**src/hdl/tpc_params.svh**
```systemverilog
// reset values, ranges and sizes of the transport provisioning settings
// assumes inclusion by tpc_pkg, the register bank and the port checker only
`ifndef TPC_PARAMS_SVH
`define TPC_PARAMS_SVH

// sizes of the packed state and of the command fields
`define TPC_AF_MAX        8
`define TPC_LABEL_W       8
`define TPC_CP_NUM        2
`define TPC_CP_ID_W       12
`define TPC_AP_ID_W       12
`define TPC_DEG_THR_W     16
`define TPC_DEG_M_W       4
`define TPC_CMD_DATA_W    32
`define TPC_CMD_IDX_W     5

// multiplex structure extents
`define TPC_AUG4_NUM      4
`define TPC_TUG3_NUM      3
`define TPC_TUG2_PER_TUG3 7
`define TPC_TUG2_NUM      21

// reset values and period range
`define TPC_ACTIVE_RST    1'b0
`define TPC_DEG_THR_RST   16'h0000
`define TPC_DEG_SES_RST   1'b1
`define TPC_DEG_M_RST     4'h7
`define TPC_DEG_M_MIN     4'h2
`define TPC_DEG_M_MAX     4'hA

// command data field positions
`define TPC_CONN_KIND_BIT 24
`define TPC_CONN_DIR_BIT  25
`define TPC_DEG_SES_BIT   16

`endif

```
**src/hdl/tpc_pkg.sv**
```systemverilog
// types of the transport provisioning register bank
// assumes tpc_params.svh on the include path
`include "tpc_params.svh"

package tpc_pkg;

  typedef enum logic [3:0] {
    TPC_ITEM_ACTIVE    = 4'h0,
    TPC_ITEM_AUG16     = 4'h1,
    TPC_ITEM_AUG4      = 4'h2,
    TPC_ITEM_TUG3      = 4'h3,
    TPC_ITEM_TUG2      = 4'h4,
    TPC_ITEM_CONN      = 4'h5,
    TPC_ITEM_AP_WORK   = 4'h6,
    TPC_ITEM_AP_PROT   = 4'h7,
    TPC_ITEM_DEG_THR   = 4'h8,
    TPC_ITEM_DEG_M     = 4'h9,
    TPC_ITEM_PORT_MODE = 4'hA,
    TPC_ITEM_TP_MODE   = 4'hB
  } tpc_item_t;

  typedef enum logic [1:0] {
    TPC_PORT_MONITORED     = 2'h0,
    TPC_PORT_AUTO          = 2'h1,
    TPC_PORT_NOT_MONITORED = 2'h2
  } tpc_port_mode_t;

  typedef enum logic {
    TPC_TP_MONITORED     = 1'b0,
    TPC_TP_NOT_MONITORED = 1'b1
  } tpc_tp_mode_t;

  typedef enum logic {
    TPC_CONN_UNPROTECTED = 1'b0,
    TPC_CONN_PROT_1P1    = 1'b1
  } tpc_conn_kind_t;

  typedef enum logic {
    TPC_CONN_UNIDIR = 1'b0,
    TPC_CONN_BIDIR  = 1'b1
  } tpc_conn_dir_t;

  // split bit 1: group broken into lower groups or units
  typedef struct packed {
    logic                         aug16_split;
    logic [`TPC_AUG4_NUM-1:0]     aug4_split;
  } tpc_aug_t;

  typedef struct packed {
    logic [`TPC_TUG3_NUM-1:0]     tug3_split;
    logic [`TPC_TUG2_NUM-1:0]     tug2_split;
  } tpc_tug_t;

  typedef struct packed {
    logic                                        defined;
    tpc_conn_dir_t                               dir;
    tpc_conn_kind_t                              kind;
    logic [`TPC_CP_NUM-1:0][`TPC_CP_ID_W-1:0]   cp_ids;
  } tpc_conn_t;

  typedef struct packed {
    logic [`TPC_AF_MAX-1:0]      active;
    logic [`TPC_LABEL_W-1:0]     label;
    logic                        label_valid;
    tpc_aug_t                    aug_work;
    tpc_aug_t                    aug_prot;
    tpc_aug_t                    aug_rx;
    tpc_tug_t                    tug;
    tpc_conn_t                   conn;
    logic [`TPC_AP_ID_W-1:0]     ap_work_id;
    logic [`TPC_AP_ID_W-1:0]     ap_prot_id;
    logic                        deg_ses;
    logic [`TPC_DEG_THR_W-1:0]   deg_thr;
    logic [`TPC_DEG_M_W-1:0]     deg_m;
    tpc_port_mode_t              port_mode;
    tpc_tp_mode_t                tp_mode;
    logic                        accept;
    logic                        reject;
  } tpc_state_t;

endpackage

```
**src/hdl/tpc_config_bank.sv**
```systemverilog
// provisioning and reporting settings of the transport functions
// assumes a management side issuing one command per cycle, one clock
`timescale 1ns/100ps
`default_nettype none
`include "tpc_params.svh"

// Function
// - each adaptation function has its own activation bit, reset false.
// - single function, single client: activation fixed, writes refused.
// - on request, latch and return the accepted payload label.
// - AUG structure always holds AUG1; every group defined to AU level.
// - AU-4 and AU-4-16c only: AUG16 picks 1xAU-4-16c or 16xAU-4.
// - with AU-4-4c: AUG16 picks 4xAUG4, each AUG4 picks AU-4-4c or 4xAU-4.
// - pass-through node: protection AUG structure follows incoming one.
// - report the AUG structure detected in the received signal.
// - TUG structure has three TUG3s, optional TUG2s, defined to TU level.
// - TU3 and TU12 only: each TUG3 picks 1xTU3 or 21xTU12.
// - with TU2: TUG3 picks 7xTUG2, each TUG2 picks TU2 or 3xTU12.
// - a management write replaces the default multiplex structure.
// - connection has point ids, kind and direction, none defaulted.
// - working and normal share an id; extra traffic reuses protection id.
// - degraded threshold defaults to SES estimator; period defaults to 7.
// - port mode monitored, auto or not monitored; auto default if supported.
// - termination point mode monitored or not, default not monitored.
module tpc_config_bank
  import tpc_pkg::*;
#(
  parameter int        NUM_AF        = 1,
  parameter bit        SINGLE_CLIENT = 1'b1,
  parameter bit        FIXED_ACTIVE  = 1'b1,
  parameter bit        SUP_AU4_16C   = 1'b1,
  parameter bit        SUP_AU4_4C    = 1'b1,
  parameter bit        SUP_TU3       = 1'b1,
  parameter bit        SUP_TU2       = 1'b1,
  parameter bit        SUP_PORT_AUTO = 1'b1,
  parameter tpc_aug_t  AUG_DEFAULT   = '0,
  parameter tpc_tug_t  TUG_DEFAULT   = '1
) (
  // clock and reset
  input  wire  logic                          core_clk,
  input  wire  logic                          sys_rst,
  // management command
  input  wire  logic                          cmd_valid,
  input  wire  tpc_item_t                     cmd_item,
  input  wire  logic [`TPC_CMD_IDX_W-1:0]     cmd_index,
  input  wire  logic [`TPC_CMD_DATA_W-1:0]    cmd_data,
  output var   logic                          cmd_accept,
  output var   logic                          cmd_reject,
  // payload label report
  input  wire  logic                          label_req,
  input  wire  logic [`TPC_LABEL_W-1:0]       rx_payload_label,
  output var   logic [`TPC_LABEL_W-1:0]       accepted_payload_label,
  output var   logic                          label_valid,
  // received and ring structure
  input  wire  logic                          ring_pass_through,
  input  wire  logic                          rx_aug_valid,
  input  wire  tpc_aug_t                      rx_aug_detect,
  output var   tpc_aug_t                      rx_aug_report,
  // provisioned settings
  output var   logic [`TPC_AF_MAX-1:0]        client_activate,
  output var   tpc_aug_t                      aug_work_cfg,
  output var   tpc_aug_t                      aug_prot_cfg,
  output var   tpc_tug_t                      tug_cfg,
  output var   tpc_conn_t                     conn_cfg,
  output var   logic [`TPC_AP_ID_W-1:0]       ap_working_id,
  output var   logic [`TPC_AP_ID_W-1:0]       ap_normal_id,
  output var   logic [`TPC_AP_ID_W-1:0]       ap_protection_id,
  output var   logic [`TPC_AP_ID_W-1:0]       ap_extra_id,
  output var   logic                          degraded_use_ses,
  output var   logic [`TPC_DEG_THR_W-1:0]     degraded_block_threshold,
  output var   logic [`TPC_DEG_M_W-1:0]       degraded_period_count,
  output var   tpc_port_mode_t                port_monitor_setting,
  output var   tpc_tp_mode_t                  termination_monitor_setting
);

  localparam bit ACT_FIXED = (NUM_AF == 1) && SINGLE_CLIENT && FIXED_ACTIVE;
  localparam logic [`TPC_AF_MAX-1:0] ACT_RST =
    ACT_FIXED ? {{(`TPC_AF_MAX-1){1'b0}}, 1'b1}
              : {`TPC_AF_MAX{`TPC_ACTIVE_RST}};

  // elaboration checks
  if (NUM_AF < 1 || NUM_AF > `TPC_AF_MAX) begin : g_bad_af
    $error("NUM_AF out of range");
  end
  if (!SUP_AU4_16C && AUG_DEFAULT.aug16_split == 1'b0) begin : g_bad_aug
    $error("AUG default not supported");
  end
  if (!SUP_AU4_4C && AUG_DEFAULT.aug4_split != '1) begin : g_bad_aug4
    $error("AUG4 default needs AU-4-4c support");
  end
  if (!SUP_TU3 && TUG_DEFAULT.tug3_split != '1) begin : g_bad_tug3
    $error("TUG3 default needs TU3 support");
  end
  if (!SUP_TU2 && TUG_DEFAULT.tug2_split != '1) begin : g_bad_tug
    $error("TUG2 default needs TU2 support");
  end

  localparam tpc_state_t RST_ST = '{
    active:      ACT_RST,
    label:       '0,
    label_valid: 1'b0,
    aug_work:    AUG_DEFAULT,
    aug_prot:    AUG_DEFAULT,
    aug_rx:      '0,
    tug:         TUG_DEFAULT,
    conn:        '0,
    ap_work_id:  '0,
    ap_prot_id:  '0,
    deg_ses:     `TPC_DEG_SES_RST,
    deg_thr:     `TPC_DEG_THR_RST,
    deg_m:       `TPC_DEG_M_RST,
    port_mode:   SUP_PORT_AUTO ? TPC_PORT_AUTO : TPC_PORT_NOT_MONITORED,
    tp_mode:     TPC_TP_NOT_MONITORED,
    accept:      1'b0,
    reject:      1'b0
  };

  tpc_state_t st_r;
  tpc_state_t st_nxt;

  logic                    ok;
  logic                    bit0;
  logic [`TPC_DEG_M_W-1:0] m_val;
  tpc_port_mode_t          pm_val;

  assign bit0   = cmd_data[0];
  assign m_val  = cmd_data[`TPC_DEG_M_W-1:0];
  assign pm_val = tpc_port_mode_t'(cmd_data[1:0]);

  always_comb begin
    st_nxt        = st_r;
    ok            = 1'b0;
    st_nxt.accept = 1'b0;
    st_nxt.reject = 1'b0;

    // label snapshot on request
    st_nxt.label_valid = label_req;
    if (label_req) begin
      st_nxt.label = rx_payload_label;
    end

    // received structure for fault localisation
    if (rx_aug_valid) begin
      st_nxt.aug_rx = rx_aug_detect;
    end

    if (cmd_valid) begin
      unique case (cmd_item)
        TPC_ITEM_ACTIVE: begin
          ok = !ACT_FIXED && (int'(cmd_index) < NUM_AF);
          if (ok) begin
            st_nxt.active[cmd_index[2:0]] = bit0;
          end
        end
        TPC_ITEM_AUG16: begin
          // unsplit means 1xAU-4-16c
          ok = bit0 || SUP_AU4_16C;
          if (ok) begin
            st_nxt.aug_work.aug16_split = bit0;
          end
        end
        TPC_ITEM_AUG4: begin
          // no AUG4 level without AU-4-4c
          ok = SUP_AU4_4C && (int'(cmd_index) < `TPC_AUG4_NUM);
          if (ok) begin
            st_nxt.aug_work.aug4_split[cmd_index[1:0]] = bit0;
          end
        end
        TPC_ITEM_TUG3: begin
          ok = (int'(cmd_index) < `TPC_TUG3_NUM) &&
               (bit0 || SUP_TU3);
          if (ok) begin
            st_nxt.tug.tug3_split[cmd_index[1:0]] = bit0;
          end
        end
        TPC_ITEM_TUG2: begin
          // index counts TUG2s across all three TUG3s
          ok = SUP_TU2 && (int'(cmd_index) < `TPC_TUG2_NUM);
          if (ok) begin
            st_nxt.tug.tug2_split[cmd_index] = bit0;
          end
        end
        TPC_ITEM_CONN: begin
          ok = 1'b1;
          st_nxt.conn.cp_ids  = cmd_data[`TPC_CP_NUM*`TPC_CP_ID_W-1:0];
          st_nxt.conn.kind    =
            tpc_conn_kind_t'(cmd_data[`TPC_CONN_KIND_BIT]);
          st_nxt.conn.dir     =
            tpc_conn_dir_t'(cmd_data[`TPC_CONN_DIR_BIT]);
          st_nxt.conn.defined = 1'b1;
        end
        TPC_ITEM_AP_WORK: begin
          ok = 1'b1;
          st_nxt.ap_work_id = cmd_data[`TPC_AP_ID_W-1:0];
        end
        TPC_ITEM_AP_PROT: begin
          ok = 1'b1;
          st_nxt.ap_prot_id = cmd_data[`TPC_AP_ID_W-1:0];
        end
        TPC_ITEM_DEG_THR: begin
          ok = 1'b1;
          st_nxt.deg_ses = cmd_data[`TPC_DEG_SES_BIT];
          st_nxt.deg_thr = cmd_data[`TPC_DEG_THR_W-1:0];
        end
        TPC_ITEM_DEG_M: begin
          ok = (m_val >= `TPC_DEG_M_MIN) && (m_val <= `TPC_DEG_M_MAX);
          if (ok) begin
            st_nxt.deg_m = m_val;
          end
        end
        TPC_ITEM_PORT_MODE: begin
          ok = (pm_val == TPC_PORT_MONITORED) ||
               (pm_val == TPC_PORT_NOT_MONITORED) ||
               ((pm_val == TPC_PORT_AUTO) && SUP_PORT_AUTO);
          if (ok) begin
            st_nxt.port_mode = pm_val;
          end
        end
        TPC_ITEM_TP_MODE: begin
          ok = 1'b1;
          st_nxt.tp_mode = tpc_tp_mode_t'(bit0);
        end
        default: begin
          ok = 1'b0;
        end
      endcase
      st_nxt.accept = ok;
      st_nxt.reject = !ok;
    end

    // protection bandwidth tracks incoming structure in pass-through
    if (ring_pass_through) begin
      if (rx_aug_valid) begin
        st_nxt.aug_prot = rx_aug_detect;
      end
    end else begin
      st_nxt.aug_prot = st_nxt.aug_work;
    end
  end

  always_ff @(posedge core_clk) begin
    if (sys_rst) begin
      st_r <= RST_ST;
    end else begin
      st_r <= st_nxt;
    end
  end

  // outputs straight from state
  assign cmd_accept                  = st_r.accept;
  assign cmd_reject                  = st_r.reject;
  assign accepted_payload_label      = st_r.label;
  assign label_valid                 = st_r.label_valid;
  assign rx_aug_report               = st_r.aug_rx;
  assign client_activate             = st_r.active;
  assign aug_work_cfg                = st_r.aug_work;
  assign aug_prot_cfg                = st_r.aug_prot;
  assign tug_cfg                     = st_r.tug;
  assign conn_cfg                    = st_r.conn;
  assign ap_working_id               = st_r.ap_work_id;
  assign ap_normal_id                = st_r.ap_work_id;
  assign ap_protection_id            = st_r.ap_prot_id;
  assign ap_extra_id                 = st_r.ap_prot_id;
  assign degraded_use_ses            = st_r.deg_ses;
  assign degraded_block_threshold    = st_r.deg_thr;
  assign degraded_period_count       = st_r.deg_m;
  assign port_monitor_setting        = st_r.port_mode;
  assign termination_monitor_setting = st_r.tp_mode;

endmodule

`default_nettype wire

```
**config.mk**
```make
export PLATFORM = sky130hd
export DESIGN_NAME = tpc_config_bank
export DESIGN_NICKNAME = d
export VERILOG_FILES = /design/src/hdl/tpc_pkg.sv /design/src/hdl/tpc_config_bank.sv
export VERILOG_INCLUDE_DIRS = /design/src /design/src/hdl
export SDC_FILE = /design/constraint.sdc
export NUM_CORES = 1
export LEC_CHECK = 0
export ABC_AREA = 1
export BUFFER_PORTS_ARGS = -buffer_cell sky130_fd_sc_hd__buf_2
export CAP_MARGIN = 20
export CORE_MARGIN = 2
export CORE_UTILIZATION = 44
export CTS_CLUSTER_DIAMETER = 150
export CTS_CLUSTER_SIZE = 24
export DETAILED_ROUTE_END_ITERATION = 8
export GPL_ROUTABILITY_DRIVEN = 0
export PLACE_DENSITY = 0.77
export SETUP_SLACK_MARGIN = 0.3
export SLEW_MARGIN = 20
export SYNTH_ARGS = -nofsm -noshare
export SYNTH_HDL_FRONTEND = slang
export SYNTH_SLANG_ARGS = --single-unit
```
**constraint.sdc**
```tcl
create_clock -name core_clk -period 1.3 [get_ports core_clk]
set_clock_uncertainty 0.2 [all_clocks]
set_input_delay 0.26 -clock core_clk [delete_from_list [all_inputs] [get_ports core_clk]]
set_output_delay 0.26 -clock core_clk [all_outputs]
set_load 0.01 [all_outputs]
```
==> flow_summary.json <==
{
  "status": "finished with violations",
  "violations": "negative hold slack, negative setup slack",
  "hold_violations": 7,
  "fillCellCount": 296,
  "seqCellArea_mm2": 0.002704,
  "startpoint_type": "register",
  "synth_seq_cells": 125,
  "wl_per_cell_um": 27.45,
  "cts.sinks": 125,
  "worst_skew_pair.late_latency_ns": 0.42,
  "die_w_um": 114.4,
  "coreArea_mm2": 0.01196,
  "drv_cap": 0,
  "p_leak_nw": 4.590,
  "synth_cell_type_count": 23,
  "setup_violations": 175,
  "fin_util": 0.9421,
  "critPathMaxFanout": 3,
  "crit_required_ns": 0.84,
  "pwr_density_cell_mw_per_mm2": 964.9,
  "grt_max_degree": 54,
  "drtIter0Drc": 1313,
  "initial_core_util": 0.4485,
  "cts-htree-levels": 4,
  "dieArea_mm2": 0.01309,
  "vdd_drop_max_mv": 1.175,
  "rows": 40,
  "hpwlAfterDp_um": 11040,
  "synth.avg_cell_area_um2": 7.390,
  "fin_hold_ws_ns": -0.06309,
  "cts-root-buf": "clkbuf_16",
  "worst-path-buf-inv": 1,
  "cts_tree": "done",
  "slowest_stage": "dfxtp_2",
  "ant_nets": 0,
  "pre_cts_ws_ns": -0.3489,
  "syn_inst": 726,
  "syn-cell-area_mm2": 0.005365,
  "slew_viol_final": 0,
  "rsz0062_at_grt": "true",
  "route.detailed.drc": 0,
  "crit_arrival_ns": 0.97,
  "grt_use_total": 0.3374,
  "hold_buffers": 22,
  "hold_depth": 3,
  "clkTransAtPathRegs_ns": 0.07,
  "crit_cells": 1,
  "grt_pass1_vias": 6552,
  "drt_pass1_iterations": 6,
  "wl_um": 33240,
  "hp-class": "primary input to register",
  "multi_input_area_mm2": 0.003714,
  "die_y_um": 114.4,
  "area_delta_synth_final_pct": 110.0,
  "ios": 217,
  "worstPathCellList": "buf_2",
  "fin_nets": 1111,
  "fin_setup_tns_ns": -8.734,
  "critPathCaptureType": "primary output",
  "cts_buffers": 17,
  "worst_path_largest_cell_delay_ns": 0.38,
  "viasPerCell": 6.405,
  "drive_gt1_frac": 0.7199,
  "vias": 7756,
  "critPathKind": "register to primary output",
  "period_share": 1.100,
  "power.total_w": 0.01087,
  "clock.fmax_ghz": 0.6996,
  "fin_ws_ns": -0.1294,
  "final_cells": 1211,
  "grt_pass1_wl_um": 34360,
  "reg2reg_depth": 3,
  "antenna_cells": 0,
  "cp_top_family": "flip-flops",
  "yosysSeqAreaShare": 0.4664,
  "period_needed_ns": 1.429,
  "overflow": 0,
  "dp.cells": 1059,
  "antenna_found_initial": 1,
  "synth-warning-count": 0,
  "max-clock-path-buffers": 2,
  "port-buffer-count": 202
}
[power by group]
part / switching (W) / internal [W] / leakage, nW
logic: 0.000921 / 0.000666 / 3.23
clock network: 0.00200 / 0.00334 / 0.309
registers: 0.0000694 / 0.00388 / 1.05
total: 0.00299 / 0.00788 / 4.59
[flip-flops by register name, summed over array words and instances, names as in the netlist, 2 cells and up]
signal,flops
accepted_payload_label,8
ap_extra_id,12
ap_normal_id,12
aug_prot_cfg,5
aug_work_cfg,5
conn_cfg,27
degraded_block_threshold,16
degraded_period_count,4
port_monitor_setting,2
rx_aug_report,5
tug_cfg,24
[layout make-up]
type	instances	share of cell area
timing repair buffer	371	0.3420
multi-input combinational	505	0.3296
sequential	125	0.2400
clock buffer	24	0.04541
tap	147	0.01632
inverter	31	0.01543
clock inverter	8	0.01133
[cells in the mapped netlist]
library cell / instances / area, um2
buf_2: 20 / 100.1
nand2_4: 2 / 22.52
buf_6: 1 / 11.26
inv_1: 26 / 97.59
nor2_2: 5 / 31.28
nand2_1: 168 / 630.6
nand2_2: 3 / 18.77
clkinv_1: 3 / 11.26
buf_4: 41 / 307.8
nor2_1: 66 / 247.7
inv_2: 2 / 7.510
nor2_8: 1 / 20.02
clkbuf_1: 11 / 41.29
a21oi_1: 74 / 370.4
o211ai_1: 3 / 22.52
o21ai_0: 12 / 60.06
nand4_1: 26 / 162.7
nand3_1: 129 / 645.6
nand4_2: 1 / 12.51
buf_1: 3 / 11.26
nor2_4: 2 / 22.52
dfxtp_1: 125 / 2502
conb_1: 2 / 7.510
[logic make-up (layout without fill, tap and decap cells)]
group,after synthesis,count (layout),share of synthesized area
DFF,125,125,0.4664
and+or+nand+nor,403,408,0.3382
other,2,8,0.001400
buffers and inverters,107,434,0.1096
AOI/OAI and AO/OA,89,89,0.08442
[what timing repair did]
item,in CTS,in global routing
endpoints found under the setup margin,258,263
buffers inserted,33,47
pin swaps,68,80
cloned,16,2
hold endpoints to repair,67,25
gates resized for setup,402,240
[path summary, 6_finish.rpt]
| path | from | endpoint | slack (ns) |
|---|---|---|---|
| min reg2reg | conn_cfg[6]$_SDFFE_PP0P_ | conn_cfg[6]$_SDFFE_PP0P_ | 0.27 |
| min | rx_aug_detect[1] | rx_aug_report[1]$_SDFFE_PP0P_ | -0.06 |
| max reg2reg | ap_extra_id[9]$_SDFFE_PP0P_ | ap_extra_id[9]$_SDFFE_PP0P_ | 0.12 |
| max | ap_normal_id[8]$_SDFFE_PP0P_ | ap_normal_id[8] | -0.13 |
[routing by layer]
metal | global-route usage | wire length (um) | up-vias
li1 | - | - | 3037
met5 | 0 | 12 | -
met3 | 0.1022 | 4110 | 253
met4 | 0.1642 | 2543 | 2
met2 | 0.5878 | 15060 | 843
met1 | 0.3736 | 11510 | 3621
[cell usage in the layout (no fill, tap or decap), types with 3 or more instances in the layout]
master	n
a21oi_1	8
a21oi_2	64
buf_12	25
buf_16	8
buf_2	52
buf_4	97
buf_6	158
buf_8	8
bufinv_16	3
clkbuf_16	18
clkbuf_8	6
conb_1	8
dfxtp_2	104
dfxtp_4	19
dlygate4sd3_1	22
inv_1	16
inv_2	5
inv_4	3
nand2_1	84
nand2_2	32
nand2_4	52
nand2_8	10
nand3_1	72
nand3_2	48
nand3_4	9
nand4_1	26
nor2_1	44
nor2_2	7
nor2_4	22
o211ai_1	3
o21ai_0	9
[worst reg2reg max path, stage by stage (launching register included)]
cell	delay, ns
dfxtp_2	0.38
buf_4	0.15
nand2_4	0.07
a21oi_2	0.27
[through the flow]
| stage | cell area, um2 | hold WS, ns |
|---|---|---|
| finish | 11270 | -0.06309 |
| global route | 11270 | -0.06197 |
| CTS | 9882 | -0.1008 |
| detailed placement | 6913 | 0.2417 |
| global placement | 6913 | 0.2367 |
| floorplan | 5782 | 0.1949 |
(Power assumes the default switching activity.)
